[src/tpg_defines.svh]
`ifndef TPG_DEFINES_SVH
`define TPG_DEFINES_SVH

// ==========================================================
// Levels in 10-bit units (12-bit formats use four times these)
`define Y_LO      10'h040
`define Y_HI      10'h3ac
`define C_HI      10'h3c0
`define MID_Y     10'h1f6
`define MID_C     10'h200
`define ST_BASE   10'h03e
`define ST_Y5     10'h0b0
`define ST_C5     10'h0b4
`define ST_Y10    10'h058
`define ST_C10    10'h05a
`define Y_SPAN    12'h36c
`define C_SPAN    12'h380

// ==========================================================
// Legal limit codes and shallow ramp row steps, per format
`define LIM_LO10  12'h004
`define LIM_HI10  12'h3fb
`define LIM_LO12  12'h010
`define LIM_HI12  12'hfef
`define SH_STEP10 12'h066
`define SH_STEP12 12'h1c3

// ==========================================================
// Raster geometry, reciprocals scaled by 2^20, and the FIFO count for pos_ready
`define RCP_BAR   10'h222
`define RCP_W     10'h223
`define RCP_R     10'h2d9
`define RCP_L     10'h36b
`define RCP_H     10'h3cb
`define SEG_W     11'h078
`define CM_SEG_W  11'h140
`define READY_ROOM 6'h1c

`endif

[src/tpg_pkg.sv]
package tpg_pkg;

    // ==========================================================
    // Pattern kinds; arg picks level, colour or step
    typedef enum logic [4:0] {
        pk_stair5, pk_stair10, pk_vramp, pk_yramp, pk_cbramp, pk_crramp,
        pk_ramp3, pk_limit, pk_shallow, pk_cmatrix, pk_flat, pk_field100,
        pk_field75, pk_stepw, pk_stepg, pk_accur
    } kind_t;

    typedef struct packed {
        kind_t      kind;
        logic [3:0] arg;
    } pat_sel_t;

    // Active raster position
    typedef struct packed {
        logic [10:0] h;
        logic [10:0] v;
    } pos_t;

    // One sample per channel, codes right aligned
    typedef struct packed {
        logic [11:0] c0;
        logic [11:0] c1;
        logic [11:0] c2;
    } pix_t;

endpackage

[src/video_test_pattern_generator.sv]
`timescale 1ns/10ps
`include "tpg_defines.svh"

// ==========================================================
// Sample FIFO
module pix_fifo #(
    parameter int W     = 36,
    parameter int DEPTH = 32
) (
    input  wire logic                       clock,
    input  wire logic                       resetn,
    input  wire logic                       wr_valid,
    output logic                            wr_ready,
    input  wire logic [W-1:0]               wr_data,
    output logic                            rd_valid,
    input  wire logic                       rd_ready,
    output logic [W-1:0]                    rd_data,
    output logic [$clog2(DEPTH):0]          count
);
    localparam int AW = $clog2(DEPTH);
    localparam logic [AW:0] FULL = (AW+1)'(DEPTH);

    logic [W-1:0]  mem [DEPTH];
    logic [AW-1:0] wp_q, wp_d, rp_q, rp_d;
    logic [AW:0]   cnt_q, cnt_d;
    logic          push, pop;

    // Flags come from the count, so full and empty never lie
    always_comb begin
        wr_ready = cnt_q != FULL;
        rd_valid = cnt_q != '0;
        rd_data  = mem[rp_q];
        count    = cnt_q;
        push     = wr_valid && wr_ready;
        pop      = rd_valid && rd_ready;
        wp_d     = push ? wp_q + 1'b1 : wp_q;
        rp_d     = pop ? rp_q + 1'b1 : rp_q;
        cnt_d    = cnt_q + (AW+1)'(push) - (AW+1)'(pop);
    end

    always_ff @(posedge clock or negedge resetn) begin
        if (!resetn) begin
            wp_q  <= '0;
            rp_q  <= '0;
            cnt_q <= '0;
        end else begin
            wp_q  <= wp_d;
            rp_q  <= rp_d;
            cnt_q <= cnt_d;
        end
    end

    // Storage has no reset; only written words are ever read
    always_ff @(posedge clock) begin
        if (push) begin
            mem[wp_q] <= wr_data;
        end
    end
endmodule

// ==========================================================
// Pattern generator
module video_test_pattern_generator import tpg_pkg::*; (
    input  wire logic     clock,
    input  wire logic     resetn,
    input  wire pat_sel_t pat,
    input  wire logic     fmt12,
    input  wire logic     ext_present,
    input  wire pos_t     pos,
    input  wire logic     pos_valid,
    output logic          pos_ready,
    output pix_t          pix,
    output logic          pix_valid,
    input  wire logic     pix_ready,
    output logic          sel_err
);
    // Scale a 10-bit level to the active format
    function automatic logic [11:0] sc(input logic [9:0] c, input logic f12);
        return f12 ? {c, 2'b00} : {2'b00, c};
    endfunction

    // floor(p * n / len), with rcp = 2^20 / len
    function automatic logic [11:0] frac(input logic [10:0] p, input logic [11:0] n,
                                         input logic [9:0] rcp);
        logic [35:0] m;
        m = 36'(p) * 36'(n) * 36'(rcp);
        return 12'(m >> 20);
    endfunction

    // Video level in twentieths of the luma span
    function automatic logic [9:0] lvl20(input logic [4:0] k);
        logic [31:0] m;
        m = 32'(`Y_SPAN) * 32'(k) * 32'h0000_0ccd;
        return 10'(`Y_LO + 10'(m >> 16));
    endfunction

    // Hue corners {r,g,b}: red yellow green cyan magenta blue red
    function automatic logic [2:0] hue(input logic [2:0] i);
        case (i)
            3'h0: return 3'b100;
            3'h1: return 3'b110;
            3'h2: return 3'b010;
            3'h3: return 3'b011;
            3'h4: return 3'b101;
            3'h5: return 3'b001;
            default: return 3'b100;
        endcase
    endfunction

    // Colour mask for arg 0..5: red green blue cyan magenta yellow
    function automatic logic [2:0] cmask(input logic [2:0] a);
        case (a)
            3'h0: return 3'b100;
            3'h1: return 3'b010;
            3'h2: return 3'b001;
            3'h3: return 3'b011;
            3'h4: return 3'b101;
            default: return 3'b110;
        endcase
    endfunction

    logic        take, bad, g_valid_q, g_valid_d, f_wr_ready, f_rd_valid, f_rd_ready;
    logic        pos_ready_d, pix_valid_d, sel_err_d;
    pix_t        a, g_pix_q, g_pix_d, pix_d, f_rd_data;
    logic [5:0]  f_count;
    logic [11:0] bar, seg, r, lo, lim_lo, lim_hi, span, sh_row;
    logic [10:0] body;
    logic [9:0]  ys, cs, hv, lv;
    logic [2:0]  row, cseg, sat, val, ha, hb, m;
    logic [7:0]  t, ch, x, y;
    logic [9:0]  cm [3];

    // Selection check; extended patterns black out when the set is absent
    always_comb begin
        case (pat.kind)
            pk_flat:     bad = pat.arg > 4'ha || (!ext_present && pat.arg != 4'h0
                               && pat.arg != 4'h5 && pat.arg != 4'ha);
            pk_field100: bad = pat.arg > 4'h5;
            pk_field75:  bad = pat.arg > 4'h5 || !ext_present;
            pk_stepw,
            pk_stepg:    bad = pat.arg == 4'h0 || pat.arg > 4'ha || !ext_present;
            pk_accur:    bad = pat.arg[2:0] > 3'h5 || !ext_present;
            default:     bad = pat.kind > pk_accur;
        endcase
    end

    // Pixel code from position and pattern; one per accepted position
    always_comb begin
        a      = '0;
        lo     = sc(`Y_LO, fmt12);
        lim_lo = fmt12 ? `LIM_LO12 : `LIM_LO10;
        lim_hi = fmt12 ? `LIM_HI12 : `LIM_HI10;
        seg    = frac(pos.h, 12'h010, `RCP_BAR);
        bar    = frac(pos.h, pat.kind == pk_stair10 ? 12'h00b : 12'h006, `RCP_BAR);
        ys     = 10'(`ST_BASE + 10'(bar) * (pat.kind == pk_stair10 ? `ST_Y10 : `ST_Y5));
        cs     = 10'(`ST_BASE + 10'(bar) * (pat.kind == pk_stair10 ? `ST_C10 : `ST_C5));
        r      = frac(pos.h, `Y_SPAN, `RCP_W);
        r      = r > `Y_SPAN ? `Y_SPAN : r;
        body   = 11'(pos.h - 11'(`SEG_W * 11'h002));
        span   = `Y_SPAN;
        sh_row = frac(pos.v, 12'h00a, `RCP_H);
        row    = 3'(frac(pos.v, 12'h008, `RCP_H));
        cseg   = 3'(frac(pos.h, 12'h006, `RCP_BAR));
        t      = 8'((12'(11'(pos.h - 11'(cseg) * `CM_SEG_W)) * 12'h333) >> 10);
        ha     = hue(cseg);
        hb     = hue(3'(cseg + 3'h1));
        sat    = row < 3'h3 ? 3'(row + 3'h1) : 3'h4;
        val    = row > 3'h3 ? 3'(3'h7 - row) : 3'h4;
        hv     = lvl20(5'h14);
        lv     = lvl20(5'h0f);
        m      = cmask(pat.arg[2:0]);
        for (int i = 0; i < 3; i++) begin
            // Linear blend between neighbouring hues, then saturation and value
            ch = ha[2-i] ? (hb[2-i] ? 8'hff : ~t) : (hb[2-i] ? t : 8'h00);
            x = 8'hff - 8'((10'(sat) * 10'(8'hff - ch)) >> 2);
            y = 8'((10'(x) * 10'(val)) >> 2);
            if (row == 3'h7) begin
                y = frac(pos.h, 12'h100, `RCP_W) > 12'h0ff ? 8'hff
                    : 8'(frac(pos.h, 12'h100, `RCP_W));
            end
            // Top of scale maps to 936, so every colour stays in gamut
            cm[i] = 10'(`Y_LO + 10'((18'(y) * 18'(`Y_SPAN)) >> 8));
        end
        case (pat.kind)
            pk_stair5, pk_stair10: begin
                a.c0 = sc(ys, fmt12);
                a.c1 = sc(cs, fmt12);
                a.c2 = sc(cs, fmt12);
            end
            pk_vramp, pk_yramp, pk_cbramp, pk_crramp: begin
                // Matrix takes the ramp from the row third; singles span the width
                a.c0 = sc(`MID_Y, fmt12);
                a.c1 = sc(`MID_C, fmt12);
                a.c2 = sc(`MID_C, fmt12);
                r    = frac(pos.h, `C_SPAN, `RCP_W);
                r    = r > `C_SPAN ? `C_SPAN : r;
                case (pat.kind == pk_vramp ? 2'(frac(pos.v, 12'h003, `RCP_H)) :
                      2'(pat.kind - pk_yramp))
                    2'h0: a.c0 = sc(10'(`Y_LO + 10'(frac(pos.h, `Y_SPAN, `RCP_W) > `Y_SPAN ?
                                `Y_SPAN : frac(pos.h, `Y_SPAN, `RCP_W))), fmt12);
                    2'h1: a.c1 = sc(10'(`Y_LO + 10'(r)), fmt12);
                    default: a.c2 = sc(10'(`Y_LO + 10'(r)), fmt12);
                endcase
            end
            pk_ramp3: begin
                // Blank, ramp from valid low, valid high, blank
                r = frac(body, `Y_SPAN, `RCP_R);
                r = r > `Y_SPAN ? `Y_SPAN : r;
                a.c0 = seg < 12'h002 ? lo : seg > 12'h00d ?
                       (seg == 12'h00f ? lo : sc(`Y_HI, fmt12)) :
                       sc(10'(`Y_LO + 10'(r)), fmt12);
                a.c1 = a.c0;
                a.c2 = a.c0;
            end
            pk_limit: begin
                body = 11'(pos.h - 11'(`SEG_W * 11'h003));
                span = lim_hi - lim_lo;
                r = frac(body, span, `RCP_L);
                r = r > span ? span : r;
                case (seg)
                    12'h000, 12'h001, 12'h00f: a.c0 = lo;
                    12'h002: a.c0 = lim_lo;
                    12'h00d: a.c0 = lim_hi;
                    12'h00e: a.c0 = sc(`Y_HI, fmt12);
                    default: a.c0 = lim_lo + r;
                endcase
                a.c1 = a.c0;
                a.c2 = a.c0;
            end
            pk_shallow: begin
                // Each row starts short of the last row's end, so rows overlap
                r = lim_lo + 12'(sh_row * (fmt12 ? `SH_STEP12 : `SH_STEP10))
                    + 12'(fmt12 ? pos.h >> 2 : pos.h >> 4);
                a.c0 = r > lim_hi ? lim_hi : r;
                a.c1 = a.c0;
                a.c2 = a.c0;
            end
            pk_cmatrix: begin
                a.c0 = sc(cm[0], fmt12);
                a.c1 = sc(cm[1], fmt12);
                a.c2 = sc(cm[2], fmt12);
            end
            pk_flat, pk_stepw, pk_stepg: begin
                a.c0 = sc(lvl20(pat.kind == pk_stepg ? 5'(pat.arg) : 5'({pat.arg, 1'b0})),
                          fmt12);
                a.c1 = a.c0;
                a.c2 = a.c0;
            end
            pk_field100, pk_field75, pk_accur: begin
                // Accuracy level 2 lifts the off channels to half value
                a.c0 = sc(m[2] ? (pat.kind == pk_field75 ? lv : hv) :
                          (pat.kind == pk_accur && pat.arg[3] ? lvl20(5'h0a) : `Y_LO),
                          fmt12);
                a.c1 = sc(m[1] ? (pat.kind == pk_field75 ? lv : hv) :
                          (pat.kind == pk_accur && pat.arg[3] ? lvl20(5'h0a) : `Y_LO), fmt12);
                a.c2 = sc(m[0] ? (pat.kind == pk_field75 ? lv : hv) :
                          (pat.kind == pk_accur && pat.arg[3] ? lvl20(5'h0a) : `Y_LO), fmt12);
            end
            default: a = '0;
        endcase
        if (bad) begin
            a = '{c0: lo, c1: lo, c2: lo};
        end
    end

    // Handshake: ready leaves room in the FIFO for the sample in flight
    always_comb begin
        take        = pos_valid && pos_ready;
        g_valid_d   = take || (g_valid_q && !f_wr_ready);
        g_pix_d     = take ? a : g_pix_q;
        pos_ready_d = f_count <= `READY_ROOM;
        f_rd_ready  = !pix_valid || pix_ready;
        pix_valid_d = f_rd_valid || (pix_valid && !pix_ready);
        pix_d       = (f_rd_valid && f_rd_ready) ? f_rd_data : pix;
        sel_err_d   = bad;
    end

    always_ff @(posedge clock or negedge resetn) begin
        if (!resetn) begin
            g_valid_q <= 1'b0;
            g_pix_q   <= '0;
            pos_ready <= 1'b0;
            pix_valid <= 1'b0;
            pix       <= '0;
            sel_err   <= 1'b0;
        end else begin
            g_valid_q <= g_valid_d;
            g_pix_q   <= g_pix_d;
            pos_ready <= pos_ready_d;
            pix_valid <= pix_valid_d;
            pix       <= pix_d;
            sel_err   <= sel_err_d;
        end
    end

    pix_fifo #(.W(36), .DEPTH(32)) u_fifo (
        .clock    (clock),
        .resetn   (resetn),
        .wr_valid (g_valid_q),
        .wr_ready (f_wr_ready),
        .wr_data  (g_pix_q),
        .rd_valid (f_rd_valid),
        .rd_ready (f_rd_ready),
        .rd_data  (f_rd_data),
        .count    (f_count)
    );
endmodule

[config.mk]
export PLATFORM = sky130hd
export DESIGN_NAME = video_test_pattern_generator
export DESIGN_NICKNAME = d
export VERILOG_FILES = /design/src/tpg_pkg.sv /design/src/video_test_pattern_generator.sv
export VERILOG_INCLUDE_DIRS = /design/src
export SDC_FILE = /design/constraint.sdc
export NUM_CORES = 2
export LEC_CHECK = 0
export BUFFER_PORTS_ARGS = -buffer_cell sky130_fd_sc_hd__buf_2
export CAP_MARGIN = 10
export CORE_ASPECT_RATIO = 2
export CORE_MARGIN = 4
export CORE_UTILIZATION = 30
export CTS_CLUSTER_DIAMETER = 200
export DETAILED_ROUTE_END_ITERATION = 10
export HOLD_SLACK_MARGIN = 0.12
export PLACE_DENSITY_LB_ADDON = 0.12
export SLEW_MARGIN = 25
export SYNTH_ARGS = -nofsm -noshare
export SYNTH_HDL_FRONTEND = slang
export SYNTH_SLANG_ARGS = --single-unit
[constraint.sdc]
create_clock -name clock -period 3.5 [get_ports clock]
set_clock_uncertainty 0.15 [all_clocks]
set_input_delay 0.7 -clock clock [delete_from_list [all_inputs] [get_ports clock]]
set_output_delay 0.7 -clock clock [all_outputs]
set_load 0.05 [all_outputs]
Yosys cells after proc, flatten, opt, wreduce, memory -nomap -nowiden
Memories as Yosys holds them, arrays and structs flattened. A register that Yosys moved wholly into a read port is not among the register bits.
Index checks and enable logic that the tools add are counted.
{"block": "classes", "eq_ne": 39, "reduce_logical": 36, "bitwise_logic": 1, "add_sub_neg": 30, "muxes": 65, "order_cmp": 15, "multipliers": 35}
{"operator": "case mux 36 bit (8 select lines)", "n": 1}
{"operator": "two-way mux 12 bit", "n": 23}
{"operator": "two-way mux 8 bit", "n": 12}
{"operator": "adder 7 x 10 -> 10 bit (first input constant)", "n": 7}
{"operator": "two-way mux 10 bit", "n": 6}
{"operator": "multiplier 19 x 10 -> 29 bit (second input constant)", "n": 2}
{"operator": "equality test 5 x 4 -> 1 bit (second input constant)", "n": 11}
{"operator": "multiplier 14 x 10 -> 24 bit (second input constant)", "n": 2}
{"operator": "multiplier 8 x 8 -> 16 bit (second input constant)", "n": 3}
{"operator": "case mux 12 bit (4 select lines)", "n": 1}
{"operator": "two-way mux 9 bit", "n": 5}
{"operator": "case mux 3 bit (5 select lines)", "n": 3}
{"operator": "multiplier 11 x 8 -> 19 bit (second input constant)", "n": 2}
{"operator": "two-way mux 36 bit", "n": 1}
{"operator": "greater-than comparator 11 x 10 -> 1 bit (second input constant)", "n": 3}
{"operator": "multiplier 23 x 10 -> 32 bit (second input constant)", "n": 1}
{"operator": "multiplier 3 x 10 -> 10 bit", "n": 3}
{"operator": "multiplier 8 x 3 -> 10 bit", "n": 3}
{"operator": "multiplier 11 x 3 -> 14 bit (second input constant)", "n": 2}
{"operator": "subtractor 8 x 8 -> 9 bit (first input constant)", "n": 3}
{"operator": "multiplier 11 x 2 -> 13 bit (second input constant)", "n": 2}
{"operator": "adder 5 x 12 -> 12 bit", "n": 2}
{"operator": "greater-than comparator 12 bit", "n": 2}
{"operator": "multiplier 13 x 12 -> 24 bit (second input constant)", "n": 1}
{"operator": "66 further kinds", "n": 120}
{"block": "totals", "ff_bits": 56, "mem_bits_rw": 1152, "wordCells": 232, "output_inout_bits": 39, "memories": 1}
{"memory": "u_fifo.mem", "words": 32, "word_bits": 36, "rd": 1, "rd_ports_with_merged_regs": 1, "write_ports": 1, "line_no": "video_test_pattern_generator.sv:23", "text": "logic [W-1:0] mem [DEPTH];"}

Depth between registers and ports, before layout
{"block": "logic_depth", "ltp_word": 18, "mapped_depth": 83, "depth_no_buf": 82}

Hierarchy
From an unflattened synthesis, not the netlist that was laid out.
{"block": "unflattened", "hier_cells": 7791, "area_unflattened_um2": 96450.0}
{"mod": "video_test_pattern_generator", "cells_each": 5779, "instances": 1, "seq_area_each_um2": 1901.8, "area_per_inst_um2": 51911.0}
{"mod": "pix_fifo", "cells_each": 2012, "instances": 1, "seq_area_each_um2": 34993.6, "area_per_inst_um2": 44539.0}

Worst setup path before layout
No wires, ideal clock.
{"block": "synth_timing", "path_type": "input -> register", "startpoint": "input pos[15] (netlist bit)", "endpoint": "register g_pix_q[8] (netlist bit)", "setup_time_ns": 0.145, "arrival_time_ns": 17.438, "path_buffers": 1, "path_slack_ns": -14.233, "path_stages": 79, "path_cell_list": "clkbuf_1 > inv_1 > ha_1 > inv_1 > o31ai_1 > nand3_1 > nand2_1 > nand3_1 > nand2_1 > a31oi_1 > xnor2_1 > and2_1 > nor2_1 > ha_1 > ha_1 > ha_1 > a21o_1 > a21oi_1 > (+43 left out) > fa_1 > inv_1 > ha_1 > and3_1 > a21oi_1 > o21ai_0 > o41a_1 > a21oi_1 > nor2b_1 > o21a_1 > nor2_1 > ha_1 > xnor2_1 > xnor2_1 > mux2_2 > o22ai_1 > a211oi_1 > a31oi_1"}
{"block": "synth_via", "elab_chain_cells": 18, "word_cells_on_any_way": 78, "cone_classes": "add/sub: 12; mul: 18; order compare: 7; eq/ne: 15; mux: 23; bitwise: 1; reduce/logical: 2"}
{"item": "start: declaration", "line_no": "video_test_pattern_generator.sv:69", "text": "input wire pos_t pos,"}
{"item": "multiplier 11 x 2 -> 13 bit", "line_no": "video_test_pattern_generator.sv:86", "text": "m = 36'(p) * 36'(n) * 36'(rcp);"}
{"item": "multiplier 13 x 9 -> 21 bit", "line_no": "video_test_pattern_generator.sv:86"}
{"item": "multiplier 3 x 3 -> 5 bit (no source line)"}
{"item": "subtractor 11 bit (no source line)"}
{"item": "multiplier 11 x 10 -> 12 bit", "line_no": "video_test_pattern_generator.sv:164", "text": "t = 8'((12'(11'(pos.h - 11'(cseg) * `CM_SEG_W)) * 12'h333) >> 10);"}
{"item": "inverter 2 -> 8 bit", "line_no": "video_test_pattern_generator.sv:174", "text": "ch = ha[2-i] ? (hb[2-i] ? 8'hff : ~t) : (hb[2-i] ? t : 8'h00);"}
{"item": "two-way mux 8 bit (2 in series)", "line_no": "video_test_pattern_generator.sv:174"}
{"item": "subtractor 8 x 8 -> 9 bit", "line_no": "video_test_pattern_generator.sv:175", "text": "x = 8'hff - 8'((10'(sat) * 10'(8'hff - ch)) >> 2);"}
{"item": "multiplier 3 x 10 -> 10 bit", "line_no": "video_test_pattern_generator.sv:175"}
{"item": "subtractor 8 bit", "line_no": "video_test_pattern_generator.sv:175"}
{"item": "multiplier 8 x 3 -> 10 bit", "line_no": "video_test_pattern_generator.sv:176", "text": "y = 8'((10'(x) * 10'(val)) >> 2);"}
{"item": "two-way mux 8 bit", "line_no": "video_test_pattern_generator.sv:177", "text": "if (row == 3'h7) begin"}
{"item": "multiplier 8 x 8 -> 16 bit", "line_no": "video_test_pattern_generator.sv:182", "text": "cm[i] = 10'(`Y_LO + 10'((18'(y) * 18'(`Y_SPAN)) >> 8));"}
{"item": "adder 7 x 10 -> 10 bit (no source line)"}
{"item": "two-way mux 12 bit", "line_no": "video_test_pattern_generator.sv:79", "text": "return f12 ? {c, 2'b00} : {2'b00, c};"}
{"item": "case mux 36 bit (8 select lines) (*)", "line_no": "video_test_pattern_generator.sv:184", "text": "case (pat.kind)"}
{"item": "two-way mux 36 bit (*)", "line_no": "video_test_pattern_generator.sv:261", "text": "if (bad) begin"}
{"item": "end signal: assignment", "line_no": "video_test_pattern_generator.sv:288", "text": "g_pix_q <= g_pix_d;"}
{"item": "end: declaration", "line_no": "video_test_pattern_generator.sv:124", "text": "pix_t a, g_pix_q, g_pix_d, pix_d, f_rd_data;"}
Every way passes the cells marked *; elsewhere a longest branch is shown, timed or not.
A chain may end at the register's enable or synchronous reset.

Worst setup path after layout
{"block": "layout_timing", "startpoint": "input pos[13] (netlist bit)", "endpoint": "register g_pix_q[8] (netlist bit)"}
Same word-level chain as after synthesis.

==> results.cfg <==
[finish]
final_cell_area_sq_mm = 0.121
drive_gt1_share_pct = 30.9
nNetsFinal = 11327
syn_to_final_growth_pct = 27.0
fin_cells = 13535

[sta]
layout_setup_ws_ps = -12300
finalSetupViolations = 36
slew_viol_final = 0
rsz0062_at_grt = yes
setup_tns_ps = -419540
hold_violations = 0
tightest_slew_ps = 979
max_freq_mhz = 63.3
period_needed_ps = 15800
fin_crit_sh_pct = 451
slew_headroom_pct = 34.7

[place]
pre_cts_slack_ps = -13760
post-place-cells = 13302
hpwl_um = 249000
port_buffers = 75
place_area_sq_mm = 0.116
place.gp.congestion = 0.880

[synthesis]
synth_ff_type = edfxtp_1
synth_seq_cells = 1244
synth_cells = 7443
ys_seq_area_share_pct = 38.6
synthesis.nets = 9435
async_flop_share_pct = 7.40
synth_area_sq_mm = 0.0956
synth_simple_gate_area_share_pct = 5.22
synth_edf_count = 1152
synth.area.mux_share_pct = 9.28
synth.most_common_cell = ha_1
yosysTopAreaCell = edfxtp_1
synth_commonest_cells = ha_1 (1265), edfxtp_1 (1152), inv_1 (1125), fa_1 (690), mux4_2 (360)
synthTopCellsByArea = edfxtp_1 (36%), ha_1 (17%), fa_1 (14%)
synth_adder_area_share_pct = 31.0
synth_top_cell_area_share_pct = 36.2
synth_compound_area_share_pct = 7.22
ys_warn_count = 0
synth_cell_types = 97
synth_top_family_by_area = adder cells
synth_area_per_cell_sq_um = 12.8
synthXorXnorAreaFrac_pct = 3.47

[worst_setup_path]
reg2reg_slack_ps = 300
arrival_ps = 16240
cp_slowest_cell = fa_1
worst_path_largest_cell_delay_ps = 560
worstPathRequired_ps = 3940
endpoint_kind = flop
crit_type = in -> reg
reg2reg_depth = 9
r2r-end = u_fifo.mem[19][21]
path_max_fanout = 5
timing.rr.start = u_fifo.count[2]
critPathLaunchType = primary input
path_common_cell = inv_2

[outcome]
status = finished with violations
violations = negative setup slack

[clock_tree]
clk_path_buf_depth = 3
clock_sinks = 1244
insertion_delay_ps = 710
cts_inserted_buffers = 98
cts_max_level = 3
path_clk_slew_ps = 80
cts_tree = yes
clock-root-buffer = clkbuf_16

[routing]
totalWireLength_um = 312000
ant_nets = 0
via_per_inst = 4.81
wire_per_inst_um = 23.1
first_pass_iters = 5
dr_total_vias = 65049
drt_iter0_drc = 2812
drc_errors = 0

[floorplan]
boundaryPins = 76
die_h_um = 806
initial_utilization_pct = 30.2
rows = 292
fp.dieArea_sq_mm = 0.328
core_area_sq_mm = 0.317
die_width_um = 407

[run]
max_cap_violations = 0

[hold_path]
holdPathEnd = g_valid_q
worstHoldStart = g_valid_q
hp-class = reg -> reg
whs_path_depth = 2

[global_routing]
grt_usage_pct = 18.9
grt_max_degree = 78
grt.overflow.total = 0
antenna_found_initial = 7
grt_pass1_wl_um = 462000
grt_pass1_vias = 72427
==> per-layer routing <==
layer  global-route usage (%)  up-vias  share of wire [%]
met5                        0        -                  0
met4                     7.79        0                4.8
met3                     1.03      446                1.7
met2                     40.7      851                 61
met1                     18.0    33335                 33
li1                         -    30417                  -
==> layout make-up <==
type | instances | area [sq um]
Fill cell | 30413 | 195000
Multi-Input combinational cell | 4884 | 56200
Sequential cell | 1244 | 36900
Timing Repair Buffer | 1980 | 15700
Tap cell | 4116 | 5150
Inverter | 1127 | 4250
Clock buffer | 117 | 2540
Clock inverter | 63 | 574
Antenna cell | 4 | 10.0
==> layout by cell type, fill, tap and decap left out, drive strengths merged, types with 68 or more instances in the layout <==
master  count
o21ai     172
a21oi     336
xnor2     260
nand3      68
buf      1978
dfrtp      92
mux4      360
nor3       82
fa        690
nand2     282
edfxtp   1152
xor2      115
nor2      346
ha       1265
clkbuf    117
a21o       95
inv      1129
==> critical path: cells and delay by family <==
family,cells,cell delay [ps]
compound gates,20,3450
mux,2,500
simple gates,11,1440
fa+ha+maj,23,7640
xor+xnor,9,1370
buf+inv,15,1140
==> cell families (layout without fill, tap and decap cells) <==
logic type	after synthesis	in the layout
XOR/XNOR	376	376
other	1	5
AND/OR/NAND/NOR	1058	1058
multiplexers	434	434
buffers and inverters	1315	3287
AO/OA/AOI/OAI	1058	1058
flip-flops	1244	1244
adder cells (fa/ha/maj)	1957	1957
==> how the worst max path moves through the flow <==
stage,endpoint,start,slack [ps],cells past startpoint
final,g_pix_q[8],pos[13],-12300,80
after floorplan,g_pix_q[8],pos[13],-12700,79
after detailed placement,g_pix_q[20],pos[13],-13760,80
after global routing,g_pix_q[8],pos[13],-12970,79
after CTS,g_pix_q[8],pos[13],-12370,79
after global placement,g_pix_q[20],pos[14],-13590,77
==> sequential cells by signal, indices dropped and copies added (netlist names) <==
| register | count |
|---|---|
| g_pix_q | 36 |
| u_fifo.wp_q | 5 |
| sel_err | 1 |
| pos_ready | 1 |
| pix_valid | 1 |
| pix | 36 |
| u_fifo.rp_q | 5 |
| u_fifo.count | 6 |
| u_fifo.mem | 1152 |
| g_valid_q | 1 |
==> repair_timing <==
| action | 4_1_cts | 5_1_grt |
|---|---|---|
| pin swaps | 195 | 162 |
| resized for setup | 225 | 111 |
| endpoints found under the setup margin | 36 | 36 |
| setup buffers | 47 | 19 |
| hold buffers | 2 | 0 |
| endpoints found under the hold margin | 47 | 0 |
==> metrics by stage <==
stage               utilization, %  hold slack [ps]
finish                        38.3              326
global route                  38.3              391
CTS                           38.1              334
detailed placement            36.6              316
global placement              36.6              304
floorplan                        -              254
Power is not shown: default switching activity piles up to over one toggle a cycle in this logic, so the estimate is an artifact.
